**config.mk**
```make
export PLATFORM = sky130hd
export DESIGN_NAME = sbsc_front_end
export DESIGN_NICKNAME = d
export VERILOG_FILES = /design/src/design/sbsc_pkg.sv /design/src/design/sbsc_burst_cnt.sv /design/src/design/sbsc_front_end.sv
export SDC_FILE = /design/constraint.sdc
export NUM_CORES = 1
export LEC_CHECK = 0
export ABC_AREA = 0
export BUFFER_PORTS_ARGS = -buffer_cell sky130_fd_sc_hd__buf_4
export CELL_PAD_IN_SITES_DETAIL_PLACEMENT = 0
export CELL_PAD_IN_SITES_GLOBAL_PLACEMENT = 1
export CORE_ASPECT_RATIO = 0.7
export CORE_MARGIN = 2
export CORE_UTILIZATION = 55
export CTS_CLUSTER_DIAMETER = 200
export DETAILED_ROUTE_END_ITERATION = 12
export HOLD_SLACK_MARGIN = 0.05
export MAX_ROUTING_LAYER = met4
export PLACE_DENSITY_LB_ADDON = 0.1
export SYNTH_ARGS = -nofsm -noshare
export SYNTH_HDL_FRONTEND = slang
export SYNTH_SLANG_ARGS = --single-unit
```
**constraint.sdc**
```tcl
create_clock -name MCLK -period 15.7 [get_ports MCLK]
set_input_delay 0.785 -clock MCLK [delete_from_list [all_inputs] [get_ports MCLK]]
set_output_delay 0.785 -clock MCLK [all_outputs]
set_load 0.1 [all_outputs]
```
**src/design/sbsc_pkg.sv**
```systemverilog
// Package with widths, encodings and reset values of the burst memory front end.
package sbsc_pkg;
  localparam int ADDR_W = 19;
  localparam int LANES = 4;
  localparam int BYTE_W = 9;
  localparam int DATA_W = LANES * BYTE_W;
  localparam int DEPTH = 16;
  localparam int IDX_W = 4;
  localparam logic [1:0] CNT_RST = 2'h0;
  localparam logic [1:0] CNT_ONE = 2'h1;
  localparam logic [ADDR_W-1:0] ADDR_RST = 19'h00000;
  localparam logic [DATA_W-1:0] DATA_RST = 36'h000000000;
  localparam logic [LANES-1:0] LANES_NONE = 4'h0;
  localparam logic [LANES-1:0] LANES_ALL = 4'hf;
  typedef enum logic [2:0] {
    SBSC_IDLE = 3'h1,
    SBSC_READ = 3'h2,
    SBSC_WRITE = 3'h4
  } sbsc_state_t;
endpackage

```
**src/design/sbsc_burst_cnt.sv**
```systemverilog
// Two-bit burst counter with linear and interleaved address order.
module sbsc_burst_cnt
  import sbsc_pkg::*;
(
  input wire logic clk,
  input wire logic rst_n,
  input wire logic load,
  input wire logic advance,
  input wire logic linear,
  input wire logic [1:0] start,
  output logic [1:0] low_bits
);
  logic [1:0] start_q;
  logic [1:0] count_q;
  logic [1:0] count_d;

  // The count wraps in two bits, so the burst stays inside its group of four.
  function automatic logic [1:0] burst_addr(input logic [1:0] s,
    input logic [1:0] c, input logic lin);
    burst_addr = lin ? 2'(s + c) : (s ^ c); // RULE15
  endfunction

  // An advancing cycle already uses the stepped address, not the old one.
  assign count_d = advance ? 2'(count_q + CNT_ONE) : count_q; // RULE6 RULE12

  always_ff @(posedge clk or negedge rst_n)
  begin
    if (!rst_n)
    begin
      start_q <= CNT_RST;
      count_q <= CNT_RST;
    end
    else if (load)
    begin
      start_q <= start; // RULE2
      count_q <= CNT_RST;
    end
    else if (advance)
    begin
      count_q <= count_d; // RULE6 RULE12
    end
  end

  assign low_bits = burst_addr(start_q, count_d, linear);
endmodule

```
**src/design/sbsc_front_end.sv**
```systemverilog
// Synchronous control front end of a pipelined burst static memory.
// Notes on behaviour
// RULE1 - Address taken on strobe with chip selected.
// RULE2 - New address loads low two bits into counter.
// RULE3 - Byte selects write only with byte enable.
// RULE4 - Global write writes all lanes.
// RULE5 - Controller drives byte enable for partial writes.
// RULE6 - Counter advances when advance sampled low.
// RULE7 - First select high masks processor strobe.
// RULE8 - Second chip select is active high.
// RULE9 - Third chip select is active low.
// RULE10 - Selects sampled only on address loads.
// RULE11 - Both strobes low: processor strobe wins.
// RULE12 - Advance steps to next burst address.
// RULE13 - Static strap picks linear or interleaved.
// RULE14 - Read data appears one edge later.
// RULE15 - Counter wraps in four-word group.
// RULE16 - Write when global or enabled byte low.
module sbsc_front_end
  import sbsc_pkg::*;
(
  input wire logic MCLK,
  input wire logic RST_N,
  input wire logic [sbsc_pkg::ADDR_W-1:0] ADDR,
  input wire logic PROCESSOR_ADDR_STROBE_N,
  input wire logic CONTROLLER_ADDR_STROBE_N,
  input wire logic BURST_ADVANCE_N,
  input wire logic CHIP_SEL1_N,
  input wire logic CHIP_SEL2,
  input wire logic CHIP_SEL3_N,
  input wire logic GLOBAL_WRITE_N,
  input wire logic BYTE_WR_ENABLE_N,
  input wire logic [sbsc_pkg::LANES-1:0] BYTE_LANE_SELECT_N,
  input wire logic BURST_ORDER,
  input wire logic OUTPUT_ENABLE_N,
  input wire logic [sbsc_pkg::DATA_W-1:0] DATA_IN,
  output logic [sbsc_pkg::DATA_W-1:0] DATA_OUT,
  output logic [sbsc_pkg::DATA_W-1:0] DATA_OE,
  output logic [sbsc_pkg::ADDR_W-1:0] ACCESS_ADDR,
  output logic SELECTED,
  output logic WRITE_CYCLE,
  output logic [sbsc_pkg::LANES-1:0] LANE_WRITE
);
  import sbsc_pkg::*;

  logic proc_strobe;
  logic ctrl_strobe;
  logic selected;
  logic load;
  logic advance;
  logic [LANES-1:0] lanes;
  logic wr_any;
  logic [1:0] low_bits;
  logic linear_q;
  logic order_taken_q;
  logic [ADDR_W-1:0] addr_q;
  logic sel_q;
  sbsc_state_t state_q;
  sbsc_state_t state_d;
  logic [DATA_W-1:0] mem_q [DEPTH];
  logic [ADDR_W-1:0] cur_addr;
  logic [IDX_W-1:0] idx;
  logic [DATA_W-1:0] wr_word;

  function automatic logic [LANES-1:0] lane_mask(input logic gw_n,
    input logic bwe_n, input logic [LANES-1:0] bw_n);
    if (!gw_n)
      lane_mask = LANES_ALL; // RULE4
    else if (!bwe_n)
      lane_mask = ~bw_n; // RULE3 RULE5
    else
      lane_mask = LANES_NONE;
  endfunction

  assign selected = !CHIP_SEL1_N && CHIP_SEL2 && !CHIP_SEL3_N; // RULE8 RULE9
  // The processor strobe has no effect while the first select is high.
  assign proc_strobe = !PROCESSOR_ADDR_STROBE_N && !CHIP_SEL1_N; // RULE7
  // A processor strobe pre-empts the controller strobe on the same edge.
  assign ctrl_strobe = !CONTROLLER_ADDR_STROBE_N && !proc_strobe; // RULE11
  assign load = (proc_strobe || ctrl_strobe) && selected; // RULE1 RULE10
  assign advance = !load && !BURST_ADVANCE_N && sel_q; // RULE6 RULE12
  assign lanes = lane_mask(GLOBAL_WRITE_N, BYTE_WR_ENABLE_N,
    BYTE_LANE_SELECT_N);
  assign wr_any = |lanes; // RULE16

  // The strap is caught once after reset and held, since it must not move.
  always_ff @(posedge MCLK or negedge RST_N)
  begin
    if (!RST_N)
    begin
      linear_q <= 1'b0;
      order_taken_q <= 1'b0;
    end
    else if (!order_taken_q)
    begin
      linear_q <= !BURST_ORDER; // RULE13
      order_taken_q <= 1'b1;
    end
  end

  always_ff @(posedge MCLK or negedge RST_N)
  begin
    if (!RST_N)
    begin
      addr_q <= ADDR_RST;
      sel_q <= 1'b0;
    end
    else if (load)
    begin
      addr_q <= ADDR; // RULE1
      sel_q <= 1'b1;
    end
    else if ((!PROCESSOR_ADDR_STROBE_N && !CHIP_SEL1_N)
      || !CONTROLLER_ADDR_STROBE_N)
    begin
      sel_q <= 1'b0; // A strobe with a deselect ends the burst.
    end
  end

  sbsc_burst_cnt sbsc_burst_cnt_inst (
    .clk(MCLK),
    .rst_n(RST_N),
    .load(load),
    .advance(advance),
    .linear(linear_q),
    .start(ADDR[1:0]),
    .low_bits(low_bits)
  );

  // Address of the current cycle: the fresh one on a load, else the burst.
  assign cur_addr = load ? ADDR : {addr_q[ADDR_W-1:2], low_bits};
  assign idx = cur_addr[IDX_W-1:0];

  always_comb
  begin
    wr_word = mem_q[idx];
    for (int i = 0; i < LANES; i++)
      if (lanes[i])
        wr_word[i*BYTE_W +: BYTE_W] = DATA_IN[i*BYTE_W +: BYTE_W];
  end

  always_comb
  begin
    state_d = SBSC_IDLE;
    // A masked processor strobe leaves the running burst going.
    if (load || (sel_q && !proc_strobe && CONTROLLER_ADDR_STROBE_N)) // RULE7
      state_d = wr_any ? SBSC_WRITE : SBSC_READ; // RULE16
  end

  // The storage array is a small model so the read pipeline can be seen.
  always_ff @(posedge MCLK)
  begin
    if (state_d == SBSC_WRITE)
      mem_q[idx] <= wr_word; // RULE3 RULE4
  end

  always_ff @(posedge MCLK or negedge RST_N)
  begin
    if (!RST_N)
    begin
      state_q <= SBSC_IDLE;
      DATA_OUT <= DATA_RST;
      DATA_OE <= DATA_RST;
      ACCESS_ADDR <= ADDR_RST;
      SELECTED <= 1'b0;
      WRITE_CYCLE <= 1'b0;
      LANE_WRITE <= LANES_NONE;
    end
    else
    begin
      state_q <= state_d;
      ACCESS_ADDR <= cur_addr;
      SELECTED <= state_d != SBSC_IDLE;
      WRITE_CYCLE <= state_d == SBSC_WRITE;
      LANE_WRITE <= (state_d == SBSC_WRITE) ? lanes : LANES_NONE;
      case (state_d)
        SBSC_READ:
        begin
          DATA_OUT <= mem_q[idx]; // RULE14
          DATA_OE <= {DATA_W{!OUTPUT_ENABLE_N}};
        end
        SBSC_WRITE:
        begin
          DATA_OUT <= DATA_OUT;
          DATA_OE <= DATA_RST;
        end
        default:
        begin
          DATA_OUT <= DATA_OUT;
          DATA_OE <= DATA_RST;
        end
      endcase
    end
  end
endmodule

```
; Word level (Yosys, flattened, before mapping)
; Memories as Yosys holds them, arrays and structs flattened.
; Cells that the tools add are included.
[word_totals]
output_inout_bits = 97
word_cells = 63
n_memories = 1
inputBits = 71
ff_bits = 123
ram_bits = 576
[op_classes]
bitwise = 2
eq_ne = 3
add_sub_neg = 2
n_reduce_logical = 24
mux = 19
[mem_list]
columns = memory, depth, word_bits, rd, rd_clocked_by_memory_dff, write_ports, line
row1 = mem_q, 16, 36, 1, 0, 1, sbsc_front_end.sv:60  ; logic [DATA_W-1:0] mem_q [DEPTH];
[op_table]
columns = operator, count
row1 = $mux W36, 1
row2 = $mux W9, 4
row3 = $mux W19, 1
row4 = $mux W4, 3
row5 = $logic_and A1 B1 Y1, 9
row6 = $logic_not A1 Y1, 9
row7 = $mux W2, 4
row8 = $mux W3, 2
row9 = $mux W1, 4
row10 = $not A4 Y4, 1
row11 = $reduce_bool A2 Y1, 2
row12 = $reduce_or A4 Y1, 1
row13 = $eq A3 B2 Y1 const B, 1
row14 = $eq A3 B3 Y1 const B, 1
row15 = $logic_or A1 B1 Y1, 3
row16 = $ne A3 B1 Y1 const B, 1
row17 = $add A2 B1 Y2 const B, 1
row18 = $add A2 B2 Y2, 1
row19 = $xor A2 B2 Y2, 1

; Longest topological paths before layout
; Gate-level depths: netlist of the first run.
; An unclocked memory read counts as a cell.
[logic_depth]
word_depth = 15
depth_mapped = 16
depth_no_buf = 13

; By module
; A second synthesis of the first run with hierarchy kept.
[hier_totals]
cells_unflattened = 1895
area_unflattened_um2 = 26382.8
[modules_own_cells]
columns = module, cells_each, area_per_inst_um2, seq_area_each_um2, instances
row1 = sbsc_front_end, 1879, 26180.1, 19348.6, 1
row2 = sbsc_burst_cnt, 16, 202.7, 100.1, 1

; Worst setup path before layout of the first run
; No wires, ideal clock.
[synth_path]
kind = input -> register
from = input CHIP_SEL3_N
to = memory mem_q[0][0] (netlist bit) (enable)
setup_time_ns = 0.474
arrival_ns = 5.331
n_path_buf = 5
t_required_ns = 15.226
slack_ns = 9.895
path_stages = 13
path_cell_list = and2b_1 > nand2_2 > buf_2 > nand2_1 > xnor2_1 > ha_1 > a21boi_1 > buf_4 > buf_4 > buf_2 > buf_2 > inv_2 > nor3_1
[synth_between]
elab_chain_cells = 10
elab_cells_between_ends = 16
cone_classes = add/sub: 1 / eq/ne: 1 / mux: 6 / bitwise: 1 / reduce/logical: 7
[synth_lines]
columns = element, line
row1 = start: declaration, sbsc_front_end.sv:30  ; input wire logic CHIP_SEL3_N,
row2 = $logic_not A1 Y1 (*), sbsc_front_end.sv:75  ; assign selected = !CHIP_SEL1_N && CHIP_SEL2 && !CHIP_SEL3_N;
row3 = $logic_and A1 B1 Y1 (*), sbsc_front_end.sv:75
row4 = $logic_and A1 B1 Y1 (*), sbsc_front_end.sv:80  ; assign load = (proc_strobe || ctrl_strobe) && selected;
row5 = $logic_not A1 Y1, sbsc_front_end.sv:81  ; assign advance = !load && !BURST_ADVANCE_N && sel_q;
row6 = $logic_and A1 B1 Y1 (2 in series), sbsc_front_end.sv:81
row7 = $mux W2, sbsc_burst_cnt.sv:24  ; assign count_d = advance ? 2'(count_q + CNT_ONE) : count_q;
row8 = $add A2 B2 Y2 / $xor A2 B2 Y2 (equally long branches), sbsc_burst_cnt.sv:20  ; burst_addr = lin ? 2'(s + c) : (s ^ c);
row9 = $mux W2, sbsc_burst_cnt.sv:20
row10 = $mux W19 (*), sbsc_front_end.sv:131  ; assign cur_addr = load ? ADDR : {addr_q[ADDR_W-1:2], low_bits};
row11 = via cur_addr[0], sbsc_front_end.sv:61  ; logic [ADDR_W-1:0] cur_addr;
row12 = end: declaration, sbsc_front_end.sv:60
; The timed path passes the listed nets; every way through them passes the cells marked *.

; Worst setup path after layout of the first run
[layout_path]
from = input CHIP_SEL2
to = memory mem_q[0][14] (netlist bit) (enable)
[layout_between]
elab_chain_cells = 10
elab_cells_between_ends = 16
cone_classes = add/sub: 1 / eq/ne: 1 / mux: 6 / bitwise: 1 / reduce/logical: 7
[layout_lines]
columns = element, line
row1 = start: declaration, sbsc_front_end.sv:29  ; input wire logic CHIP_SEL2,
row2 = $logic_and A1 B1 Y1 (*) (2 in series), sbsc_front_end.sv:75
row3 = $logic_and A1 B1 Y1 (*), sbsc_front_end.sv:80
row4 = $logic_not A1 Y1, sbsc_front_end.sv:81
row5 = $logic_and A1 B1 Y1 (2 in series), sbsc_front_end.sv:81
row6 = $mux W2, sbsc_burst_cnt.sv:24
row7 = $add A2 B2 Y2 / $xor A2 B2 Y2 (equally long branches), sbsc_burst_cnt.sv:20
row8 = $mux W2, sbsc_burst_cnt.sv:20
row9 = $mux W19 (*), sbsc_front_end.sv:131
row10 = via cur_addr[0], sbsc_front_end.sv:61
; Marked as above.

==> results.toml, run 1 <==
[yosys]
yosysMostFrequentCell = "edfxtp_1"
synth-seq-cells = 662
synth_area_per_cell_um2 = 15.23
yosys_warnings = 0
netlist_top_cells_count = "576 x edfxtp_1, 278 x nand2_1, 213 x mux2i_1, 86 x dfrtp_1, 64 x a21oi_1"
synth.largest_area_cell = "edfxtp_1"
synthArstFlopShare_pct = 12.99
ys_dominant_reg_cell = "edfxtp_1"
yosysTopAreaCellShare_pct = 64.10
synth_edf_count = 576
synth_cell_types = 54
synth_fp_nets = 1844
synth.area.top_cells = "edfxtp_1 64%, dfrtp_1 8.0%, mux2i_1 7.9%"
synth_cells = 1772
netlist_area_mm2 = 0.02698
seq_area_frac_synth_pct = 72.08

[timing]
drv_slew = 0
fin_crit_ns = 5.549
skew_ns = 0.02609
fin_tns_setup_ns = 0
tightest_slew_ns = 1.276
fin_worst_hold_slack_ns = 0.1646
min_period_over_period_pct = 35.35
relSlewSlack_pct = 14.73
max_freq_mhz = 180.2
hold_viol = 0
rsz0062_at_grt = "no"
setup_viol = 0

[clock_tree]
clkSlewWorstSetupHoldPaths_ns = 0.06
h-tree-depth = 2
tritoncts = "done"
cts_setup_buffers = 0
clock-sinks = 662
insertion_delay_ns = 0.62
ctsHoldBuffers = 0
clockBufferDepth = 3
cts_resized = 0
root_buffer = "clkbuf_16"
cts_buffers = 61

[worst_hold_path]
hp-class = "in -> async"

[die]
num_rows = 67
die_h_um = 189.3
num_io_pins = 168
die-area_mm2 = 0.05087
start_util_pct = 56.07
design.core.area_mm2 = 0.04812
die_x_um = 268.7

[placed_design]
portBuffers = 167
dp_hpwl_mm = 40.18
dpl_cell_area_mm2 = 0.02869
gp_congestion = 0.8200

[power]
power.density_mw_per_mm2 = 184.0
p_leak_nw = 11.58
ir_drop_mv = 0.2005

[worst_setup_path]
crit_type = "in -> reg"
start_kind = "input port"
crit_fanout = 167
rrSetupSlack_ns = 10.55
r2r_cells = 10
path_cells = "buf_4 -> and2b_1 -> nand2_2 -> nand2_1 -> xnor2_1 -> ha_1 -> a21boi_4 -> buf_12 -> buf_4 -> inv_2 -> nor3_2 -> buf_4"
cp_num_buf_inv = 5
slowest_delay_ns = 0.84
worstPathArrival_ns = 5.78
crit_slowest_cell = "nor3_2"
rr_endpoint = "mem_q[0][14]"
required_ns = 15.93
cp_common_cell = "buf_4"
r2r_start = "sel_q"
endpoint_kind = "register"
path_delay_family = "buffers and inverters"

[grt]
grt.total_usage_pct = 28.21
grt_pass1_vias = 15550
grt_overflow = 0
antenna_found_initial = 1
grt_pass1_wl_mm = 102.0
grt_start_max_net_pins = 168

[finish]
seq_area_mm2 = 0.01945
drive_gt1_share_pct = 18.09
multi_input_area_mm2 = 0.006775
nNetsFinal = 1977
antenna_cells = 0
fillers = 3560
final_area_mm2 = 0.03061
syn_to_final_growth_pct = 13.43

[routing]
drt_iter0_drc = 1814
postRouteWirelength_mm = 69.31
viasPerCell = 6.186
drtPass1Iterations = 5
route.detailed.drc = 0
avgRoutedWirePerCell_um = 26.53
postRouteAntennaNets = 0
vias = 16160

[outcome]
status = "finished clean"

[run]
max_cap_violations = 0
cells by family after synthesis:
kind of cell | Yosys count | share of synthesized area [%]
AOI/OAI and AO/OA | 358 | 10.25
xor gates and xnor gates | 5 | 0.3293
adders and majority gates | 1 | 0.04636
buffers and inverters | 151 | 3.223
DFF | 662 | 72.08
muxes | 222 | 8.319
other | 1 | 0.01390
and+or+nand+nor | 372 | 5.741
cells in the final DEF (no fill, tap or decap), types with 17 or more instances in the layout:
cell type,count
a211o_1,31
a21oi_1,64
a22o_1,23
a22oi_1,40
a2bb2oi_1,36
a32o_1,58
buf_4,212
clkbuf_1,17
clkbuf_16,63
dfrtp_1,86
edfxtp_1,576
mux2i_1,213
nand2_1,278
nand3_1,23
o211ai_1,31
o22ai_1,31
sequential cells by signal (all words and copies together), names as in the netlist:
| signal | flops |
|---|---|
| mem_q | 576 |
| DATA_OUT | 36 |
| ACCESS_ADDR | 19 |
| addr_q | 18 |
| LANE_WRITE | 4 |
| sbsc_burst_cnt_inst.count_q | 2 |
| DATA_OE | 1 |
| SELECTED | 1 |
| WRITE_CYCLE | 1 |
| linear_q | 1 |
| order_taken_q | 1 |
| sbsc_burst_cnt_inst.start_q | 1 |
| sel_q | 1 |
worst register-to-register path, stage by stage (launching register included):
cell      delay, ns
dfrtp_1        0.38
nor2b_1        0.22
nand2_1        0.09
xnor2_1        0.16
ha_1           0.31
a21boi_4       0.16
buf_12         0.67
buf_4          1.01
inv_2          0.34
nor3_2         0.84
buf_4          0.59
per-stage QoR:
step                      setup WS (ns)  cells  total power, W  utilization, %
final                             10.15   2612        0.005630           63.60
after global routing              9.925   2612        0.005838           63.60
after CTS                         10.26   2612        0.005637           63.60
after detailed placement          9.645   2497        0.004208           59.62
after global placement            9.675   2497        0.004180           59.62
after floorplan                   9.895   1772        0.003712               -
per-layer routing:
metal / routed length [um] / track usage [%] / up-vias
met1: 31470 / 43.05 / 8176
met4: 1266 / 6.132 / 0
met5: 0 / - / -
met2: 30300 / 39.64 / 787
li1: - / - / 7101
met3: 6271 / 5.267 / 94
report_power, final:
group          internal (W)  switching (W)
clock              0.000801       0.000639
combinational      0.000588        0.00138
sequential          0.00216      0.0000590
total               0.00355        0.00208
area by class of cell:
type                       instances  area share [%]
clock buffer                      80           5.360
tap                              655           2.678
inverter                           8          0.1063
sequential                       662           63.55
timing repair buffer             213           5.266
clock inverter                    35          0.9076
multi-input combinational        959           22.14
worst max-delay path by stage:
| stage | startpoint | end | slack, ns | cells after the start |
|---|---|---|---|---|
| final | CHIP_SEL2 | mem_q[0][14] | 10.15 | 12 |
| after CTS | CHIP_SEL2 | mem_q[0][14] | 10.26 | 12 |
| after global placement | CHIP_SEL2 | mem_q[0][11] | 9.68 | 12 |
| after floorplan | CHIP_SEL3_N | mem_q[0][0] | 9.89 | 13 |
| after global routing | CHIP_SEL2 | mem_q[0][14] | 9.92 | 12 |
| after detailed placement | CHIP_SEL2 | mem_q[0][11] | 9.65 | 12 |
(Power assumes the default switching activity.)
==> inputs of run 2 (changes only) <==
--- a/config.mk
+++ b/config.mk
@@ -11,7 +11,7 @@
 export CELL_PAD_IN_SITES_GLOBAL_PLACEMENT = 1
 export CORE_ASPECT_RATIO = 0.7
 export CORE_MARGIN = 2
-export CORE_UTILIZATION = 55
+export CORE_UTILIZATION = 46
 export CTS_CLUSTER_DIAMETER = 200
 export DETAILED_ROUTE_END_ITERATION = 12
 export HOLD_SLACK_MARGIN = 0.05
==> constraint.sdc (replaced) <==
create_clock -name MCLK -period 4.76 [get_ports MCLK]
set_input_delay 0.238 -clock MCLK [delete_from_list [all_inputs] [get_ports MCLK]]
set_output_delay 0.238 -clock MCLK [all_outputs]
set_load 0.1 [all_outputs]
==> results.toml, run 2 (synthesized netlist as in run 1, its figures left out) <==
[worst_setup_path]
crit_slowest_cell = "o211ai_1"
r2r_cells = 11
crit_end = "mem_q[1][14]"
required_ns = 4.99
rrSetupSlack_ns = 0.80
r2r_start = "sel_q"
slowest_delay_ns = 1.07
crit_start = "sel_q"
crit_type = "reg -> reg"
rr_endpoint = "mem_q[1][14]"
crit_fanout = 16
endpoint_kind = "register"
cp_common_cell = "nand2_1"
start_kind = "register"
worstPathArrival_ns = 4.19
path_cells = "nor2b_1 -> nand2_1 -> xnor2_1 -> ha_1 -> nand2_1 -> xnor2_2 -> xnor2_4 -> o32ai_2 -> buf_4 -> nand2b_1 -> o211ai_1"

[finish]
final_area_mm2 = 0.03160
nNetsFinal = 2028
drive_gt1_share_pct = 19.08
syn_to_final_growth_pct = 17.11
largest_reg_flops = 576
final_cell_mix = "576 x edfxtp_1, 278 x nand2_1, 223 x buf_4, 213 x mux2i_1, 86 x dfrtp_1"
largest_register = "mem_q"
reg.largest.list = "mem_q x576, DATA_OUT x36, ACCESS_ADDR x19"
fin_util_pct = 54.34
final_common_cell = "edfxtp_1"

[power]
ir_drop_mv = 0.3778
sw_frac_of_total_pct = 35.71
p_sw_w = 0.006910
p_leak_nw = 11.99
power.density_mw_per_mm2 = 612.4
comb_power_share_pct = 34.3
intPower_w = 0.01244
clkPwrFrac_pct = 27.7
p_seq_share_pct = 38.0

[routing]
route.detailed.drc = 0
viasPerCell = 5.878
drtPass1Iterations = 5
vias = 16270
postRouteWirelength_mm = 73.84
avgRoutedWirePerCell_um = 26.67
postRouteAntennaNets = 0
drt_iter0_drc = 1646

[clock_tree]
clockBufferDepth = 3
cts_setup_buffers = 0
tritoncts = "done"
clock-sinks = 662
root_buffer = "clkbuf_16"
h-tree-depth = 3
cts_resized = 0
clkSlewWorstSetupHoldPaths_ns = 0.06
insertion_delay_ns = 0.61
cts_buffers = 66

[timing]
relSlewSlack_pct = 15.26
rsz0062_at_grt = "no"
fin_tns_setup_ns = 0
min_period_over_period_pct = 83.13
fin_crit_ns = 3.957
skew_ns = 0.01633
max_freq_mhz = 252.7
fin_worst_hold_slack_ns = 0.09380
setup_viol = 0
tightest_slew_ns = 1.266
hold_viol = 0
drv_slew = 0

[grt]
grt_start_max_net_pins = 97
grtUsageMet2_pct = 36.92
met1_usage_pct = 36.27
use_met3_pct = 5.268
grt_pass1_wl_mm = 107.3
grt_pass1_vias = 15680
antenna_found_initial = 0
grt.total_usage_pct = 25.34
grt_overflow = 0
top_usage_layer = "met2"

[die]
start_util_pct = 46.40
num_rows = 74
die-area_mm2 = 0.06064
die_x_um = 293.5
design.core.area_mm2 = 0.05815
num_io_pins = 168
die_h_um = 206.6

[outcome]
status = "finished clean"

[placed_design]
dpl_cell_area_mm2 = 0.02913
portBuffers = 167
dp_hpwl_mm = 42.03
gp_congestion = 0.7881

[worst_hold_path]
hp-class = "in -> reg"

[run]
max_cap_violations = 0
[run 2: worst max-delay path: cells and delay by family (launching register included)]
family / cells / cell delay (ns)
xor gates and xnor gates: 3 / 0.56
adders and majority gates: 1 / 0.16
and+or+nand+nor: 4 / 0.73
buffers and inverters: 1 / 0.28
AOI/OAI and AO/OA: 2 / 1.48
DFF: 1 / 0.38
[run 2: cell type report]
cell class | count | area (um2)
Antenna cell | 1 | 2.502
Inverter | 8 | 32.53
Clock buffer | 90 | 1889
Tap cell | 760 | 950.9
Timing Repair Buffer | 259 | 2155
Fill cell | 4711 | 26550
Multi-Input combinational cell | 959 | 6779
Clock inverter | 29 | 340.3
Sequential cell | 662 | 19450
[run 2: repair_timing]
| item | CTS | global route |
|---|---|---|
| endpoints found under the setup margin | 0 | 0 |
| hold buffers | 24 | 0 |
| endpoints found under the hold margin | 69 | 0 |
[run 2: worst min path at each step]
stage                        start        endpoint  slack (ns)  depth (start not counted)
floorplan                    RST_N  ACCESS_ADDR[0]       -0.06                          0
global placement             RST_N    DATA_OUT[31]        0.35                          1
detailed placement           RST_N    DATA_OUT[31]        0.36                          1
CTS                 GLOBAL_WRITE_N   LANE_WRITE[2]        0.07                          3
global route        GLOBAL_WRITE_N   LANE_WRITE[2]        0.09                          3
finish              GLOBAL_WRITE_N   LANE_WRITE[2]        0.09                          3
[run 2: per-layer routing]
| layer | wire length, um | vias up |
|---|---|---|
| met3 | 5360 | 137 |
| met1 | 33740 | 8282 |
| met5 | 0 | - |
| met4 | 1720 | 0 |
| met2 | 33010 | 656 |
| li1 | - | 7194 |
[run 2: power by group through the flow]
stage          Combinational (W)  Sequential, W  Clock (W)
2_1_floorplan            0.00347        0.00877          0
3_3_place_gp             0.00652        0.00746          0
3_5_place_dp             0.00660        0.00747          0
4_1_cts                  0.00663        0.00735    0.00547
5_1_grt                  0.00701        0.00738    0.00570
6_report                 0.00664        0.00734    0.00537
[run 2: through the flow]
step	worst slack, ns	std cells	power [W]
final	0.8030	2768	0.01935
after global routing	0.5599	2767	0.02008
after CTS	0.9127	2767	0.01945
after detailed placement	0.8852	2624	0.01406
after global placement	0.9289	2624	0.01398
after floorplan	-0.4980	1772	0.01224
